### src/core/tfr_defines.vh
`ifndef TFR_DEFINES_VH
`define TFR_DEFINES_VH
// command codes
`define TFR_CMD_EXT_OT        8'h50
`define TFR_CMD_EXT_UT        8'h54
`define TFR_CMD_DIE_OT        8'hD6
// power-up values
`define TFR_RST_EXT           8'hB8
`define TFR_RST_DIE           8'hC0
`define TFR_RD_NONE           8'h00
// action byte fields
`define TFR_RESP_HI           7
`define TFR_RESP_LO           6
`define TFR_RETRY_HI          5
`define TFR_RETRY_LO          3
// response codes
`define TFR_RESP_CONT         2'b00
`define TFR_RESP_NS1          2'b01
`define TFR_RESP_STOP         2'b10
`define TFR_RESP_HICCUP       2'b11
// retry codes
`define TFR_RETRY_NONE        3'b000
// status bit positions
`define TFR_SB_NOTA           0
`define TFR_SB_CML            1
`define TFR_SB_TEMP           2
`define TFR_SW_MFR            12
`define TFR_SM_OT             6
`define TFR_ST_OT             7
`define TFR_ST_UT             4
// timing
`define TFR_CLK_HZ            10000000
`define TFR_RESP_MS           80
`define TFR_RESP_CYC          ((`TFR_RESP_MS * `TFR_CLK_HZ) / 1000)
`endif

### src/core/tfr_top.v
`timescale 1ns/1ps
`include "tfr_defines.vh"
`default_nettype none
module tfr_top #(
  parameter RESP_CYC = `TFR_RESP_CYC   // longest external response, cycles
) (
  // clock and reset
  input  wire        i_core_clk,
  input  wire        i_rst,
  // command port from the bus engine
  input  wire        i_cmd_wr,        // write strobe
  input  wire        i_cmd_rd,        // read strobe
  input  wire [7:0]  i_cmd_code,      // command code
  input  wire [7:0]  i_cmd_wdata,     // write data byte
  input  wire        i_clear_faults,  // clear-faults pulse
  input  wire        i_op_on,         // operation command on
  output reg  [7:0]  o_cmd_rdata,     // read data, next cycle
  // pins and sensors
  input  wire        i_run,           // run pin, asynchronous
  input  wire        i_die_hot,       // die overtemp comparator, asynchronous
  // external temperature conversions
  input  wire        i_adc_valid,     // conversion done pulse
  input  wire signed [15:0] i_adc_temp,  // conversion result
  input  wire signed [15:0] i_ot_limit,  // overtemp limit
  input  wire signed [15:0] i_ut_limit,  // undertemp limit
  input  wire        i_retry_tick,    // retry interval elapsed pulse
  // outputs
  output reg         o_output_en,     // power stage enable
  output reg  [7:0]  o_status_byte,   // status byte image
  output reg  [15:0] o_status_word,   // status word image
  output reg  [7:0]  o_status_mfr,    // manufacturer status image
  output reg  [7:0]  o_status_temp,   // temperature status image
  output reg         o_alert_out,     // alert pin level, always low
  output reg         o_alert_oe,      // alert pin pulled low
  output reg         o_adc_stale      // no conversion within response time
);
  //----------------------------------------------------------------
  // synchronisers
  //----------------------------------------------------------------
  reg  [1:0]  run_sync_ff;            // run pin stages
  reg  [1:0]  hot_sync_ff;            // die comparator stages
  reg         hot_prev_ff;            // previous synced die level
  wire        run_s = run_sync_ff[1];
  wire        hot_s = hot_sync_ff[1];
  // two stages for each asynchronous input
  always @(posedge i_core_clk or posedge i_rst)
  begin
    if (i_rst)
    begin
      run_sync_ff <= 2'b00;
      hot_sync_ff <= 2'b00;
      hot_prev_ff <= 1'b0;
    end
    else
    begin
      run_sync_ff <= {run_sync_ff[0], i_run};
      hot_sync_ff <= {hot_sync_ff[0], i_die_hot};
      hot_prev_ff <= hot_s;
    end
  end

  //----------------------------------------------------------------
  // action registers
  //----------------------------------------------------------------
  reg  [7:0]  ext_overtemp_action_ff;   // external overtemp action
  reg  [7:0]  ext_undertemp_action_ff;  // external undertemp action
  reg  [7:0]  die_overtemp_action_ff;   // die overtemp action
  wire [1:0]  wr_resp  = i_cmd_wdata[`TFR_RESP_HI:`TFR_RESP_LO];
  wire [2:0]  wr_retry = i_cmd_wdata[`TFR_RETRY_HI:`TFR_RETRY_LO];
  wire        wr_ext   = i_cmd_wr & ((i_cmd_code == `TFR_CMD_EXT_OT) | (i_cmd_code == `TFR_CMD_EXT_UT));
  wire        wr_die   = i_cmd_wr & (i_cmd_code == `TFR_CMD_DIE_OT);
  wire        die_bad_resp = (wr_resp == `TFR_RESP_CONT) | (wr_resp == `TFR_RESP_NS1);
  wire        die_bad_retry = (wr_retry != `TFR_RETRY_NONE);
  // external bytes reject the two unsupported responses
  wire        ext_bad = (wr_resp == `TFR_RESP_NS1) | (wr_resp == `TFR_RESP_HICCUP);
  wire        cml_evt = (wr_die & (die_bad_resp | die_bad_retry)) | (wr_ext & ext_bad);
  // register writes, rejected values leave the old contents
  always @(posedge i_core_clk or posedge i_rst)
  begin
    if (i_rst)
    begin
      ext_overtemp_action_ff  <= `TFR_RST_EXT;
      ext_undertemp_action_ff <= `TFR_RST_EXT;
      die_overtemp_action_ff  <= `TFR_RST_DIE;
    end
    else
    begin
      if (i_cmd_wr & (i_cmd_code == `TFR_CMD_EXT_OT) & ~ext_bad)
        ext_overtemp_action_ff <= i_cmd_wdata;
      if (i_cmd_wr & (i_cmd_code == `TFR_CMD_EXT_UT) & ~ext_bad)
        ext_undertemp_action_ff <= i_cmd_wdata;
      if (wr_die & ~die_bad_resp & ~die_bad_retry)
        die_overtemp_action_ff <= i_cmd_wdata;
    end
  end
  // read mux, unmapped codes answer zero
  always @(posedge i_core_clk or posedge i_rst)
  begin
    if (i_rst)
      o_cmd_rdata <= `TFR_RD_NONE;
    else if (i_cmd_rd)
      case (i_cmd_code)
        `TFR_CMD_EXT_OT: o_cmd_rdata <= ext_overtemp_action_ff;
        `TFR_CMD_EXT_UT: o_cmd_rdata <= ext_undertemp_action_ff;
        `TFR_CMD_DIE_OT: o_cmd_rdata <= die_overtemp_action_ff;
        default:         o_cmd_rdata <= `TFR_RD_NONE;
      endcase
  end

  //----------------------------------------------------------------
  // on/off command and fault clearing
  //----------------------------------------------------------------
  reg         cmd_on_ff;              // previous commanded-on state
  wire        cmd_on   = run_s & i_op_on;
  wire        turn_on  = cmd_on & ~cmd_on_ff;
  wire        turn_off = ~cmd_on & cmd_on_ff;
  wire        clr = i_clear_faults | turn_on;

  //----------------------------------------------------------------
  // fault detection
  //----------------------------------------------------------------
  reg         ot_prev_ff;             // last conversion over limit
  reg         ut_prev_ff;             // last conversion under limit
  wire        ot_now   = i_adc_temp > i_ot_limit;
  wire        ut_now   = i_adc_temp < i_ut_limit;
  wire        ot_evt   = i_adc_valid & ot_now & ~ot_prev_ff;
  wire        ut_evt   = i_adc_valid & ut_now & ~ut_prev_ff;
  // die fault on rising comparator
  wire        die_evt  = hot_s & ~hot_prev_ff;

  // conversion age watchdog
  reg  [23:0] age_ff;                 // cycles since last conversion
  always @(posedge i_core_clk or posedge i_rst)
  begin
    if (i_rst)
    begin
      age_ff      <= 24'h00_0000;
      o_adc_stale <= 1'b0;
    end
    else
    begin
      if (i_adc_valid)
        age_ff <= 24'h00_0000;
      else if (age_ff < RESP_CYC[23:0])
        age_ff <= age_ff + 24'h00_0001;
      o_adc_stale <= (age_ff >= RESP_CYC[23:0]);
    end
  end

  //----------------------------------------------------------------
  // sticky status, set wins over clear
  //----------------------------------------------------------------
  reg         die_sts_ff;             // die overtemp seen
  reg         ot_sts_ff;              // external overtemp seen
  reg         ut_sts_ff;              // external undertemp seen
  reg         cml_sts_ff;             // rejected write seen
  // sticky flags plus on/off and conversion history
  always @(posedge i_core_clk or posedge i_rst)
  begin
    if (i_rst)
    begin
      die_sts_ff <= 1'b0;
      ot_sts_ff  <= 1'b0;
      ut_sts_ff  <= 1'b0;
      cml_sts_ff <= 1'b0;
      cmd_on_ff  <= 1'b0;
      ot_prev_ff <= 1'b0;
      ut_prev_ff <= 1'b0;
    end
    else
    begin
      die_sts_ff <= die_evt | (die_sts_ff & ~clr);
      ot_sts_ff  <= ot_evt  | (ot_sts_ff & ~clr);
      ut_sts_ff  <= ut_evt  | (ut_sts_ff & ~clr);
      cml_sts_ff <= cml_evt | (cml_sts_ff & ~clr);
      cmd_on_ff  <= cmd_on;                              // on/off edge history
      ot_prev_ff <= i_adc_valid ? ot_now : ot_prev_ff;   // held between conversions
      ut_prev_ff <= i_adc_valid ? ut_now : ut_prev_ff;   // held between conversions
    end
  end

  //----------------------------------------------------------------
  // shutdown latches
  //----------------------------------------------------------------
  reg         die_sd_ff;              // die shutdown held
  reg         ot_sd_ff;               // external overtemp shutdown held
  reg         ut_sd_ff;               // external undertemp shutdown held
  wire [1:0]  die_resp = die_overtemp_action_ff[`TFR_RESP_HI:`TFR_RESP_LO];
  wire [1:0]  ot_resp  = ext_overtemp_action_ff[`TFR_RESP_HI:`TFR_RESP_LO];
  wire [1:0]  ut_resp  = ext_undertemp_action_ff[`TFR_RESP_HI:`TFR_RESP_LO];
  wire        ot_retry = ext_overtemp_action_ff[`TFR_RETRY_HI:`TFR_RETRY_LO] != `TFR_RETRY_NONE;
  wire        ut_retry = ext_undertemp_action_ff[`TFR_RETRY_HI:`TFR_RETRY_LO] != `TFR_RETRY_NONE;
  wire        sd_clr   = clr | turn_off;
  // shutdown latches, set wins over release
  always @(posedge i_core_clk or posedge i_rst)
  begin
    if (i_rst)
    begin
      die_sd_ff <= 1'b0;
      ot_sd_ff  <= 1'b0;
      ut_sd_ff  <= 1'b0;
    end
    else
    begin
      die_sd_ff <= (die_evt & (die_resp == `TFR_RESP_STOP)) | (die_sd_ff & ~sd_clr);
      ot_sd_ff  <= (ot_evt & (ot_resp == `TFR_RESP_STOP)) |
                   (ot_sd_ff & ~sd_clr & ~(i_retry_tick & ot_retry));
      ut_sd_ff  <= (ut_evt & (ut_resp == `TFR_RESP_STOP)) |
                   (ut_sd_ff & ~sd_clr & ~(i_retry_tick & ut_retry));
    end
  end

  //----------------------------------------------------------------
  // registered outputs
  //----------------------------------------------------------------
  // hiccup gate follows comparator
  wire        die_hold = hot_s & (die_resp == `TFR_RESP_HICCUP);
  wire        any_sts  = die_sts_ff | ot_sts_ff | ut_sts_ff | cml_sts_ff;
  // registered pin and status images
  always @(posedge i_core_clk or posedge i_rst)
  begin
    if (i_rst)
    begin
      o_output_en   <= 1'b0;
      o_status_byte <= 8'h00;
      o_status_word <= 16'h0000;
      o_status_mfr  <= 8'h00;
      o_status_temp <= 8'h00;
      o_alert_out   <= 1'b0;
      o_alert_oe    <= 1'b0;
    end
    else
    begin
      o_output_en <= cmd_on & ~die_sd_ff & ~ot_sd_ff & ~ut_sd_ff & ~die_hold;
      o_status_byte                 <= 8'h00;
      o_status_byte[`TFR_SB_NOTA]   <= die_sts_ff;
      o_status_byte[`TFR_SB_CML]    <= cml_sts_ff;
      o_status_byte[`TFR_SB_TEMP]   <= ot_sts_ff | ut_sts_ff;
      o_status_word                 <= 16'h0000;
      o_status_word[`TFR_SB_NOTA]   <= die_sts_ff;
      o_status_word[`TFR_SB_CML]    <= cml_sts_ff;
      o_status_word[`TFR_SB_TEMP]   <= ot_sts_ff | ut_sts_ff;
      o_status_word[`TFR_SW_MFR]    <= die_sts_ff;
      o_status_mfr                  <= 8'h00;
      o_status_mfr[`TFR_SM_OT]      <= die_sts_ff;
      o_status_temp                 <= 8'h00;
      o_status_temp[`TFR_ST_OT]     <= ot_sts_ff;
      o_status_temp[`TFR_ST_UT]     <= ut_sts_ff;
      // alert held until clear-faults pulse or turn-on edge clears the flags
      o_alert_oe  <= any_sts;
      o_alert_out <= 1'b0;
    end
  end

endmodule // tfr_top
`default_nettype wire

### config.mk
export PLATFORM = sky130hd
export DESIGN_NAME = tfr_top
export DESIGN_NICKNAME = d
export VERILOG_FILES = /design/src/core/tfr_top.v
export VERILOG_INCLUDE_DIRS = /design/src /design/src/core
export SDC_FILE = /design/constraint.sdc
export NUM_CORES = 1
export LEC_CHECK = 0
export ABC_AREA = 1
export BUFFER_PORTS_ARGS = -buffer_cell sky130_fd_sc_hd__buf_2
export CORE_MARGIN = 2
export CORE_UTILIZATION = 35
export DETAILED_ROUTE_END_ITERATION = 12
export PLACE_DENSITY_LB_ADDON = 0.12
export SLEW_MARGIN = 20
export SYNTH_ARGS = -nofsm -noshare
export SYNTH_HDL_FRONTEND = slang
export SYNTH_SLANG_ARGS = --single-unit
### constraint.sdc
create_clock -name i_core_clk -period 3.51 [get_ports i_core_clk]
set_clock_uncertainty 0.1 [all_clocks]
set_input_delay 0.5265 -clock i_core_clk [delete_from_list [all_inputs] [get_ports i_core_clk]]
set_output_delay 0.5265 -clock i_core_clk [all_outputs]
set_load 0.1 [all_outputs]
==> results of run 1 <==
==> flip-flops by register name, summed over array words and instances (netlist names) <==
| signal | cells |
|---|---|
| age_ff | 24 |
| cmd_on_ff | 1 |
| cml_sts_ff | 1 |
| die_overtemp_action_ff | 8 |
| die_sd_ff | 1 |
| die_sts_ff | 1 |
| ext_overtemp_action_ff | 8 |
| ext_undertemp_action_ff | 8 |
| hot_prev_ff | 1 |
| hot_sync_ff | 2 |
| o_adc_stale | 1 |
| o_alert_oe | 1 |
| o_cmd_rdata | 8 |
| o_output_en | 1 |
| o_status_temp | 2 |
| o_status_word | 3 |
| ot_prev_ff | 1 |
| ot_sd_ff | 1 |
| ot_sts_ff | 1 |
| run_sync_ff | 2 |
| ut_prev_ff | 1 |
| ut_sd_ff | 1 |
| ut_sts_ff | 1 |
==> cells in the final DEF (no fill, tap or decap), types with 10 or more instances in the layout <==
master	count
buf_2	94
dfrtp_1	69
conb_1	31
nand3_1	15
nor3_1	12
nand2_1	118
inv_1	98
o21ai_0	31
dfstp_2	10
ha_1	33
nor2_1	39
a21oi_1	32
==> cell families (layout without fill, tap and decap cells) <==
group / after synthesis / in the layout / synth area share [%]
simple gates: 222 / 222 / 22.16
buf+inv: 146 / 215 / 15.06
compound gates: 90 / 90 / 11.00
flops: 79 / 79 / 42.24
fa+ha+maj: 33 / 33 / 8.767
xor+xnor: 2 / 2 / 0.3720
other cells: 1 / 32 / 0.07963
mux: 1 / 1 / 0.3187
==> area by class of cell <==
class,count,area (µm²)
flip-flops and latches,79,1989
clock inverters,5,50.05
inverters,104,392.9
fillers,1409,7697
clock buffers,11,232.7
diodes,1,2.502
repair buffers,95,481.7
well taps,176,220.2
multi-input cells,379,2123
==> per-layer routing <==
layer	wire length, µm	vias to the layer above	GRT usage (%)
met4	130	0	5.588
met3	564	8	3.422
met1	5037	1666	21.07
li1	-	1958	-
met2	4378	106	21.95
met5	0	-	0
==> final timing paths <==
path,startpoint,to,slack (ns),cells past startpoint
worst max-delay path,age_ff[8],age_ff[17],1.74,10
worst min-delay path,i_run,run_sync_ff[0],0.20,1
worst max register to register,age_ff[8],age_ff[17],1.74,10
worst min register to register,run_sync_ff[0],run_sync_ff[1],0.26,0
max in group asynchronous,i_rst,ext_overtemp_action_ff[1],2.55,3
min in group asynchronous,i_rst,o_status_word[2],0.29,3
==> metrics by stage <==
stage,utilization (%),std cells
final,41.64,850
after global routing,41.62,849
after CTS,41.60,849
after detailed placement,39.45,833
after global placement,39.45,833
after floorplan,-,604
==> power groups by stage <==
stage,clock network (µW),registers (µW),logic (µW)
after global placement,0,979,512
after CTS,920,964,517
after detailed placement,0,980,516
final,886,963,512
after floorplan,0,1060,359
after global routing,961,967,556
==> worst max-delay path, delay by kind of cell, from the launching register on <==
kind	cells	cell delay, ns
AND/OR/NAND/NOR	8	0.87
flip-flops	1	0.42
AO/OA/AOI/OAI	2	0.26
==> out/metrics.yaml, run 1 <==
status: "finished, final reports clean"
hold_path_class: "input pin to flop"
drv_cap: 0
die-height_um: 120
post-place-ws_ns: 1.429
fmax_mhz: 564.0
synth_warnings: 0
p_int_uw: 1590
crit_path_start_kind: "flop"
synthArstFlopShare_pct: 100.0
syn_to_final_growth_pct: 16.63
drc: 0
synth-seq-cells: 79
drive_gt1_share_pct: 23.03
synth_common_cells: "118 x nand2_1, 99 x inv_1, 69 x dfrtp_1, 39 x nor2_1, 36 x buf_4"
required_ns: 3.63
cts_sinks: 79
drtAntennaViolNets: 0
grt_pass1_wl_um: 17080
drv_slew: 0
num_rows: 42
wl_per_cell_um: 11.89
critical_path.max_stage_delay_ns: 0.42
antenna_found_initial: 1
crit_path_end_kind: "flop"
drt_wl_total_um: 10110
ir_drop_mv: 0.2142
core_um2: 13190
combPwrFrac_pct: 21.7
die_x_um: 120
vias_per_cell: 4.398
initial_core_util_pct: 35.70
fin_crit_ns: 1.773
synth_cell_type_count: 48
port_buffers: 94
clockRootBuffer: "clkbuf_16"
cts_made_buffers: 9
cts_setup_buffers: 0
path_cells: "o21ai_1 > nand2_1 > a21oi_1 > nand2_1 > nand2_4 > nand2_4 > nor2_4 > nand2_1 > nor2_1 > nor2_1"
grt_overflow: 0
seq_area_frac_synth_pct: 42.24
synth_top_area_share_pct: 36.66
setup_viol: 0
first_pass_iters: 4
crit_top_cell: "nand2_1"
first_global_vias: 3585
synth_ff_type: "dfrtp_1"
tightest_slew_ns: 0.7065
finalPower_uw: 2361
power.share.clock_pct: 37.5
vias: 3738
ios: 126
p_per_area_nw_per_um2: 429.9
slew_headroom_pct: 52.90
switching_power_uw: 771.0
swShare_pct: 32.65
crit_slowest_cell: "dfrtp_1"
clk_pin_slew_ns: 0.06
yosysTopAreaCell: "dfrtp_1"
syn_avg_cell_area_um2: 8.205
crit_type: "flop to flop"
rsz0062_at_grt: "no"
cellLeakagePower_uw: 0.002968
post_cts_resized: 0
holdBufCountCts: 0
cts_tree: "yes"
cts.htree.levels: 3
dpl.hpwl_um: 7951
gp_congestion: 0.7980
hold_violations: 0
worst_slack_ns: 1.737
synth_edf_count: 0
die_area_um2: 14400
seq_power_share_pct: 40.8
worst-path-max-fanout: 16
netlist_top_cells_area: "dfrtp_1 37%, nand2_1 9.4%, ha_1 8.8%, inv_1 7.9%, buf_4 5.7%"
final.setup.tns_ns: 0
nets: 775
grt_usage_pct: 14.84
dpl_cell_area_um2: 5204
finish.instance_area_um2: 5493
yosysMostFrequentCell: "nand2_1"
syn_inst: 574
post-route-period-util_pct: 50.52
grt_max_degree: 80
netlist_area_um2: 4710
hold_slack_ns: 0.1996
clock_path_buffers: 2
insertion_delay_ns: 0.34
cp.arrival_ns: 1.89
drtIter0Drc: 154
Note: power is estimated with default switching activity, not from simulation.
==> run 2, diff against run 1 <==
--- a/config.mk
+++ b/config.mk
@@ -6,7 +6,7 @@
 export SDC_FILE = /design/constraint.sdc
 export NUM_CORES = 1
 export LEC_CHECK = 0
-export ABC_AREA = 1
+export ABC_AREA = 0
 export BUFFER_PORTS_ARGS = -buffer_cell sky130_fd_sc_hd__buf_2
 export CORE_MARGIN = 2
 export CORE_UTILIZATION = 35
==> constraint.sdc (replaced) <==
create_clock -name i_core_clk -period 1.7 [get_ports i_core_clk]
set_clock_uncertainty 0.1 [all_clocks]
set_input_delay 0.255 -clock i_core_clk [delete_from_list [all_inputs] [get_ports i_core_clk]]
set_output_delay 0.255 -clock i_core_clk [all_outputs]
set_load 0.1 [all_outputs]
==> out/metrics.yaml, run 2 <==
syn_avg_cell_area_um2: 10.39  # was 8.205 µm²
syn_inst: 427  # was 574
yosysTopAreaCell: "dfrtp_1"  # unchanged
violations: "setup timing"
hold_path_class: "input pin to flop"  # unchanged
cts_sinks: 79  # unchanged
insertion_delay_ns: 0.33  # was 0.34 ns
drv_cap: 0  # unchanged
clock_path_buffers: 2  # unchanged
die_x_um: 116.6  # was 120 µm
first_global_vias: 3481  # was 3585
setup_viol: 19  # was 0
grt_pass1_wl_um: 16300  # was 17080 µm
synth_top_area_share_pct: 38.92  # was 36.66%
crit_path_start_kind: "flop"  # unchanged
synth_edf_count: 0  # unchanged
grt_usage_pct: 15.32  # was 14.84%
finish.instance_area_um2: 6127  # was 5493 µm²
initial_core_util_pct: 35.45  # was 35.70%
slew_headroom_pct: 62.87  # was 52.90%
final_cell_mix: "92 x buf_2, 68 x dfrtp_1, 54 x buf_4"  # was 118 x nand2_1, 98 x inv_1, 94 x buf_2
required_ns: 1.82  # was 3.63 ns
die-height_um: 116.6  # was 120 µm
cts.htree.levels: 3  # unchanged
drt_wl_total_um: 10080  # was 10110 µm
num_rows: 41  # was 42
largest_register_ffs: 24  # unchanged
synth_common_cells: "69 x dfrtp_1, 50 x inv_1, 36 x buf_4, 33 x ha_1, 24 x nor2_1"  # was 118 x nand2_1, 99 x inv_1, 69 x dfrtp_1, 39 x nor2_1, 36 x buf_4
worst_slack_ns: -0.2719  # was 1.737 ns
gp_congestion: 0.7710  # was 0.7980
diodes: 0  # was 1
fin_crit_ns: 1.972  # was 1.773 ns
switching_power_uw: 1623  # was 771.0 µW
post-place-ws_ns: -0.5250  # was 1.429 ns
port_buffers: 94  # unchanged
die_area_um2: 13590  # was 14400 µm²
post-route-period-util_pct: 116.0  # was 50.52%
drtIter0Drc: 152  # was 154
seq_area_frac_synth_pct: 44.84  # was 42.24%
synthArstFlopShare_pct: 100.0  # unchanged
nFillCells: 1211  # was 1409
final_common_cell: "buf_2"  # was nand2_1
drive_gt1_share_pct: 42.34  # was 23.03%
netlist_top_cells_area: "dfrtp_1 39%, ha_1 9.3%, buf_4 6.1%, dfstp_2 5.9%, mux2_2 4.6%"  # was dfrtp_1 37%, nand2_1 9.4%, ha_1 8.8%, inv_1 7.9%, buf_4 5.7%
p_per_area_nw_per_um2: 827.6  # was 429.9 nW/µm²
grt_overflow: 0  # unchanged
cellLeakagePower_uw: 0.003050  # was 0.002968 µW
synth_ff_type: "dfrtp_1"  # unchanged
combPwrFrac_pct: 23.3  # was 21.7%
swShare_pct: 32.00  # was 32.65%
first_pass_iters: 4  # unchanged
crit_path_end_kind: "flop"  # unchanged
seq_power_share_pct: 39.4  # was 40.8%
cts_made_buffers: 9  # unchanged
ios: 126  # unchanged
drc: 0  # unchanged
synth_cell_type_count: 52  # was 48
rsz0062_at_grt: "yes"  # was no
netlist_area_um2: 4437  # was 4710 µm²
vias: 3506  # was 3738
vias_per_cell: 4.656  # was 4.398
clockRootBuffer: "clkbuf_16"  # unchanged
crit_type: "flop to flop"  # unchanged
hold_violations: 0  # unchanged
synth-seq-cells: 79  # unchanged
cts_tree: "yes"  # unchanged
cp.arrival_ns: 2.09  # was 1.89 ns
power.share.clock_pct: 37.2  # was 37.5%
clk_pin_slew_ns: 0.06  # about the same
dpl.hpwl_um: 7750  # was 7951 µm
dpl_cell_area_um2: 5554  # was 5204 µm²
nets: 683  # was 775
wl_per_cell_um: 13.38  # was 11.89 µm
drtAntennaViolNets: 0  # unchanged
tightest_slew_ns: 0.5536  # was 0.7065 ns
regMostFlops: "age_ff"  # unchanged
syn_to_final_growth_pct: 38.10  # was 16.63%
antenna_found_initial: 0  # was 1
core_um2: 12520  # was 13190 µm²
fmax_mhz: 507.1  # was 564.0 MHz
p_int_uw: 3448  # was 1590 µW
worst-path-max-fanout: 3  # was 16
grt_max_degree: 27  # was 80
synth_warnings: 0  # unchanged
yosysMostFrequentCell: "dfrtp_1"  # was nand2_1
status: "complete, but fails checks"  # was finished, final reports clean
ir_drop_mv: 0.6504  # was 0.2142 mV
drv_slew: 0  # unchanged
==> run 2: cell types whose count changed after synthesis, sizes merged, moves of 9 or more <==
| cell | previous run | this run |
|---|---|---|
| nand2 | 126 | 15 |
| nor3 | 15 | 6 |
| a21oi | 32 | 11 |
| xnor2 | 0 | 15 |
| nor2b | 0 | 13 |
| nor2 | 40 | 24 |
| inv | 104 | 50 |
| o21ai | 44 | 6 |
| mux2 | 1 | 20 |
==> run 2: critical path: stages, from the launching register on <==
cell and delay (ns):
dfrtp_1 0.38, or4_4 0.58, nor4b_4 0.35, nand3_1 0.15, mux2_4 0.31
==> run 2: path summary, 6_finish.rpt <==
check,from,end,slack (ns),cells after the start
worst min-delay path,i_cmd_wdata[6],die_overtemp_action_ff[6],0.08,3
min in group asynchronous,i_rst,o_adc_stale,0.41,3
worst max register to register,age_ff[20],age_ff[16],-0.27,4
max in group asynchronous,i_rst,ext_overtemp_action_ff[3],0.54,4
worst max-delay path,age_ff[20],age_ff[16],-0.27,4
worst min register to register,hot_sync_ff[0],hot_sync_ff[1],0.25,0
==> run 2: power by group through the flow <==
stage                     sequential (µW)  clock, µW  combinational (µW)
final                                2000       1890                1180
after global routing                 2010       2050                1260
after CTS                            2000       1950                1160
after detailed placement             2030          0                1130
after global placement               2030          0                1120
after floorplan                      2200          0                 740
==> run 2: logic make-up (layout without fill, tap and decap cells) <==
| group | after synthesis | after routing | synth area share [%] |
|---|---|---|---|
| and+or+nand+nor | 114 | 114 | 15.23 |
| buffers and inverters | 100 | 224 | 11.87 |
| DFF | 79 | 79 | 44.84 |
| AOI/OAI and AO/OA | 64 | 64 | 10.41 |
| adders and majority gates | 33 | 33 | 9.306 |
| muxes | 21 | 21 | 5.302 |
| xor gates and xnor gates | 15 | 15 | 2.961 |
| other | 1 | 31 | 0.08452 |
==> run 2: repair_timing <==
| item | in CTS | in global routing |
|---|---|---|
| setup buffers | 2 | 0 |
| setup endpoints to repair | 25 | 24 |
| hold buffers | 3 | 0 |
| gates resized for setup | 16 | 24 |
| pin swaps | 11 | 8 |
| hold endpoints to repair | 19 | 0 |
==> run 2: final cells by class <==
cell class                 instances  area [µm²]  share of cell area, %
clock buffer                      13       250.2                  4.084
clock inverter                     3       43.79                 0.7147
inverter                          50       211.5                  3.451
multi-input combinational        278        2376                  38.78
sequential                        79        1991                  32.49
tap                              172       215.2                  3.512
timing repair buffer             158        1040                  16.97
==> run 2: metal layers <==
layer	vias up	global-route usage, %	wire (µm)
li1	1722	-	-
met1	1708	19.41	4542
met2	66	26.32	5101
met3	10	4.152	356
met4	0	3.373	77
met5	-	0	0
==> run 2: through the flow <==
stage	total power (µW)	cells	hold WS (ns)	setup TNS, ns	util (%)
6_report	5071	753	0.08204	-2.961	48.95
3_3_place_gp	3151	732	0.2133	-8.902	44.37
5_1_grt	5318	753	0.08358	-5.379	48.95
4_1_cts	5108	753	0.07444	-3.628	47.79
2_1_floorplan	2943	457	0.1864	-2.250	-
3_5_place_dp	3165	732	0.2167	-10.18	44.37
==> run 3, diff against run 2 <==
--- a/config.mk
+++ b/config.mk
@@ -11,6 +11,7 @@
 export CORE_MARGIN = 2
 export CORE_UTILIZATION = 35
 export DETAILED_ROUTE_END_ITERATION = 12
+export GPL_TIMING_DRIVEN = 0
 export PLACE_DENSITY_LB_ADDON = 0.12
 export SLEW_MARGIN = 20
 export SYNTH_ARGS = -nofsm -noshare
==> out/metrics.yaml, run 3 (synthesis gave the netlist of run 2 again) <==
seq_power_share_pct: 36.6  # was 39.4%
cts.htree.levels: 3  # unchanged
setup_viol: 20  # was 19
die_x_um: 116.6  # unchanged
required_ns: 1.82  # about the same
drtAntennaViolNets: 0  # unchanged
hold_slack_ns: 0.07487  # was 0.08204 ns
dpl.hpwl_um: 7552  # was 7750 µm
p_per_area_nw_per_um2: 864.3  # was 827.6 nW/µm²
hold_violations: 0  # unchanged
core_um2: 12520  # unchanged
finalPower_uw: 5454  # was 5071 µW
nets: 684  # was 683
crit_type: "flop to flop"  # unchanged
dpl_cell_area_um2: 5449  # was 5554 µm²
drt_wl_total_um: 10270  # was 10080 µm
port_buffers: 93  # was 94
post-route-period-util_pct: 115.1  # was 116.0%
diodes: 0  # unchanged
critical_path.top_delay_family: "simple AND/OR/NAND/NOR gates"  # unchanged
crit_slowest_cell: "or4_4"  # unchanged
die-height_um: 116.6  # unchanged
final_cell_mix: "90 x buf_2, 67 x dfrtp_1, 50 x buf_4"  # was 92 x buf_2, 68 x dfrtp_1, 54 x buf_4
path_cells: "or4_4 > nor4b_4 > buf_4 > nand3_2 > mux2_4"  # was or4_4 > nor4b_4 > nand3_1 > mux2_4
drv_cap: 0  # unchanged
p_int_uw: 3747  # was 3448 µW
cts_tree: "yes"  # unchanged
switching_power_uw: 1706  # was 1623 µW
final_common_cell: "buf_2"  # unchanged
die_area_um2: 13590  # unchanged
grt_usage_pct: 16.02  # was 15.32%
largest_register_ffs: 24  # unchanged
tightest_slew_ns: 0.5273  # was 0.5536 ns
grt_max_degree: 35  # was 27
cts_sinks: 79  # unchanged
first_pass_iters: 6  # was 4
worst-path-max-fanout: 4  # was 3
finish.instance_area_um2: 6310  # was 6127 µm²
vias_per_cell: 4.614  # was 4.656
insertion_delay_ns: 0.34  # was 0.33 ns
gp_congestion: 0.7657  # was 0.7710
ir_drop_mv: 0.4390  # was 0.6504 mV
clock_path_buffers: 2  # unchanged
cellLeakagePower_uw: 0.003069  # was 0.003050 µW
grt_pass1_wl_um: 16820  # was 16300 µm
critical_path.max_stage_delay_ns: 0.59  # was 0.58 ns
combPwrFrac_pct: 22.6  # was 23.3%
vias: 3479  # was 3506
swShare_pct: 31.29  # was 32.00%
rsz0062_at_grt: "yes"  # unchanged
crit_path_start_kind: "flop"  # unchanged
nFillCells: 1208  # was 1211
drv_slew: 0  # unchanged
syn_to_final_growth_pct: 42.22  # was 38.10%
ios: 126  # unchanged
fin_crit_ns: 1.957  # was 1.972 ns
drc: 0  # unchanged
drtIter0Drc: 206  # was 152
first_global_vias: 3551  # was 3481
worst_slack_ns: -0.2569  # was -0.2719 ns
slew_headroom_pct: 64.85  # was 62.87%
power.share.clock_pct: 40.8  # was 37.2%
clockRootBuffer: "clkbuf_16"  # unchanged
cts_made_buffers: 9  # unchanged
drive_gt1_share_pct: 45.02  # was 42.34%
path_buf_inv: 1  # was 0
fmax_mhz: 511.0  # was 507.1 MHz
grt_overflow: 0  # unchanged
antenna_found_initial: 0  # unchanged
num_rows: 41  # unchanged
violations: "setup timing"  # unchanged
hold_path_class: "input pin to flop"  # unchanged
initial_core_util_pct: 35.45  # unchanged
clk_pin_slew_ns: 0.06  # about the same
status: "complete, but fails checks"  # unchanged
regMostFlops: "age_ff"  # unchanged
cp.arrival_ns: 2.08  # was 2.09 ns
crit_path_end_kind: "flop"  # unchanged
wl_per_cell_um: 13.62  # was 13.38 µm
==> run 3: power groups by stage <==
stage	clock network, µW	logic [µW]	registers (µW)
2_1_floorplan	0	740	2200
3_3_place_gp	0	1130	2030
3_5_place_dp	0	1160	2030
4_1_cts	2260	1190	2000
5_1_grt	2340	1330	2010
6_report	2220	1230	2000
==> run 3: layout make-up <==
| class | count | area, µm² | area share [%] |
|---|---|---|---|
| clock buffers | 9 | 225.2 | 3.569 |
| repair buffers | 111 | 665.6 | 10.55 |
| clock inverters | 7 | 117.6 | 1.864 |
| multi-input cells | 278 | 2516 | 39.88 |
| plain buffers | 48 | 364.1 | 5.770 |
| well taps | 172 | 215.2 | 3.411 |
| flip-flops and latches | 79 | 1992 | 31.57 |
| inverters | 50 | 214.0 | 3.391 |
==> run 3: worst paths after layout <==
kind                                start                   endpoint  slack, ns  cells after the start
setup reg to reg               age_ff[20]                 age_ff[16]      -0.26                      5
hold / removal                    i_op_on                  cmd_on_ff       0.07                      3
setup / recovery               age_ff[20]                 age_ff[16]      -0.26                      5
min in group asynchronous           i_rst                  age_ff[8]       0.37                      3
max in group asynchronous           i_rst  ext_overtemp_action_ff[7]       0.34                      5
hold reg to reg            run_sync_ff[0]             run_sync_ff[1]       0.25                      0
==> run 3: repair_timing <==
item	CTS	global route
resized for setup	31	45
endpoints found under the setup margin	23	41
hold endpoints to repair	19	0
pin swaps	8	24
hold buffers	3	0
buffers inserted	6	7
==> run 3: metrics by stage <==
step                setup WS, ns  TNS (ns)  utilization (%)  cells
finish                   -0.2569    -3.225            50.41    754
global route             -0.3502    -5.000            50.41    754
CTS                      -0.3099    -4.142            48.04    747
detailed placement       -0.5592    -14.93            43.53    724
global placement         -0.5656    -21.99            43.21    722
floorplan                -0.2690    -2.250                -    457
==> run 3: tightest hold or removal path, stage by stage <==
cell,delay [ns]
buf_2,0.09
nand2_1,0.08
inv_1,0.06
==> run 3: per-layer routing <==
metal  share of wire [%]  global-route usage, %  vias to the layer above
met5                   0                      0                        -
met4                 1.2                  5.020                        0
met3                 3.9                  3.788                        9
met2                  52                  27.98                       76
met1                  43                  19.63                     1668
li1                    -                      -                     1726
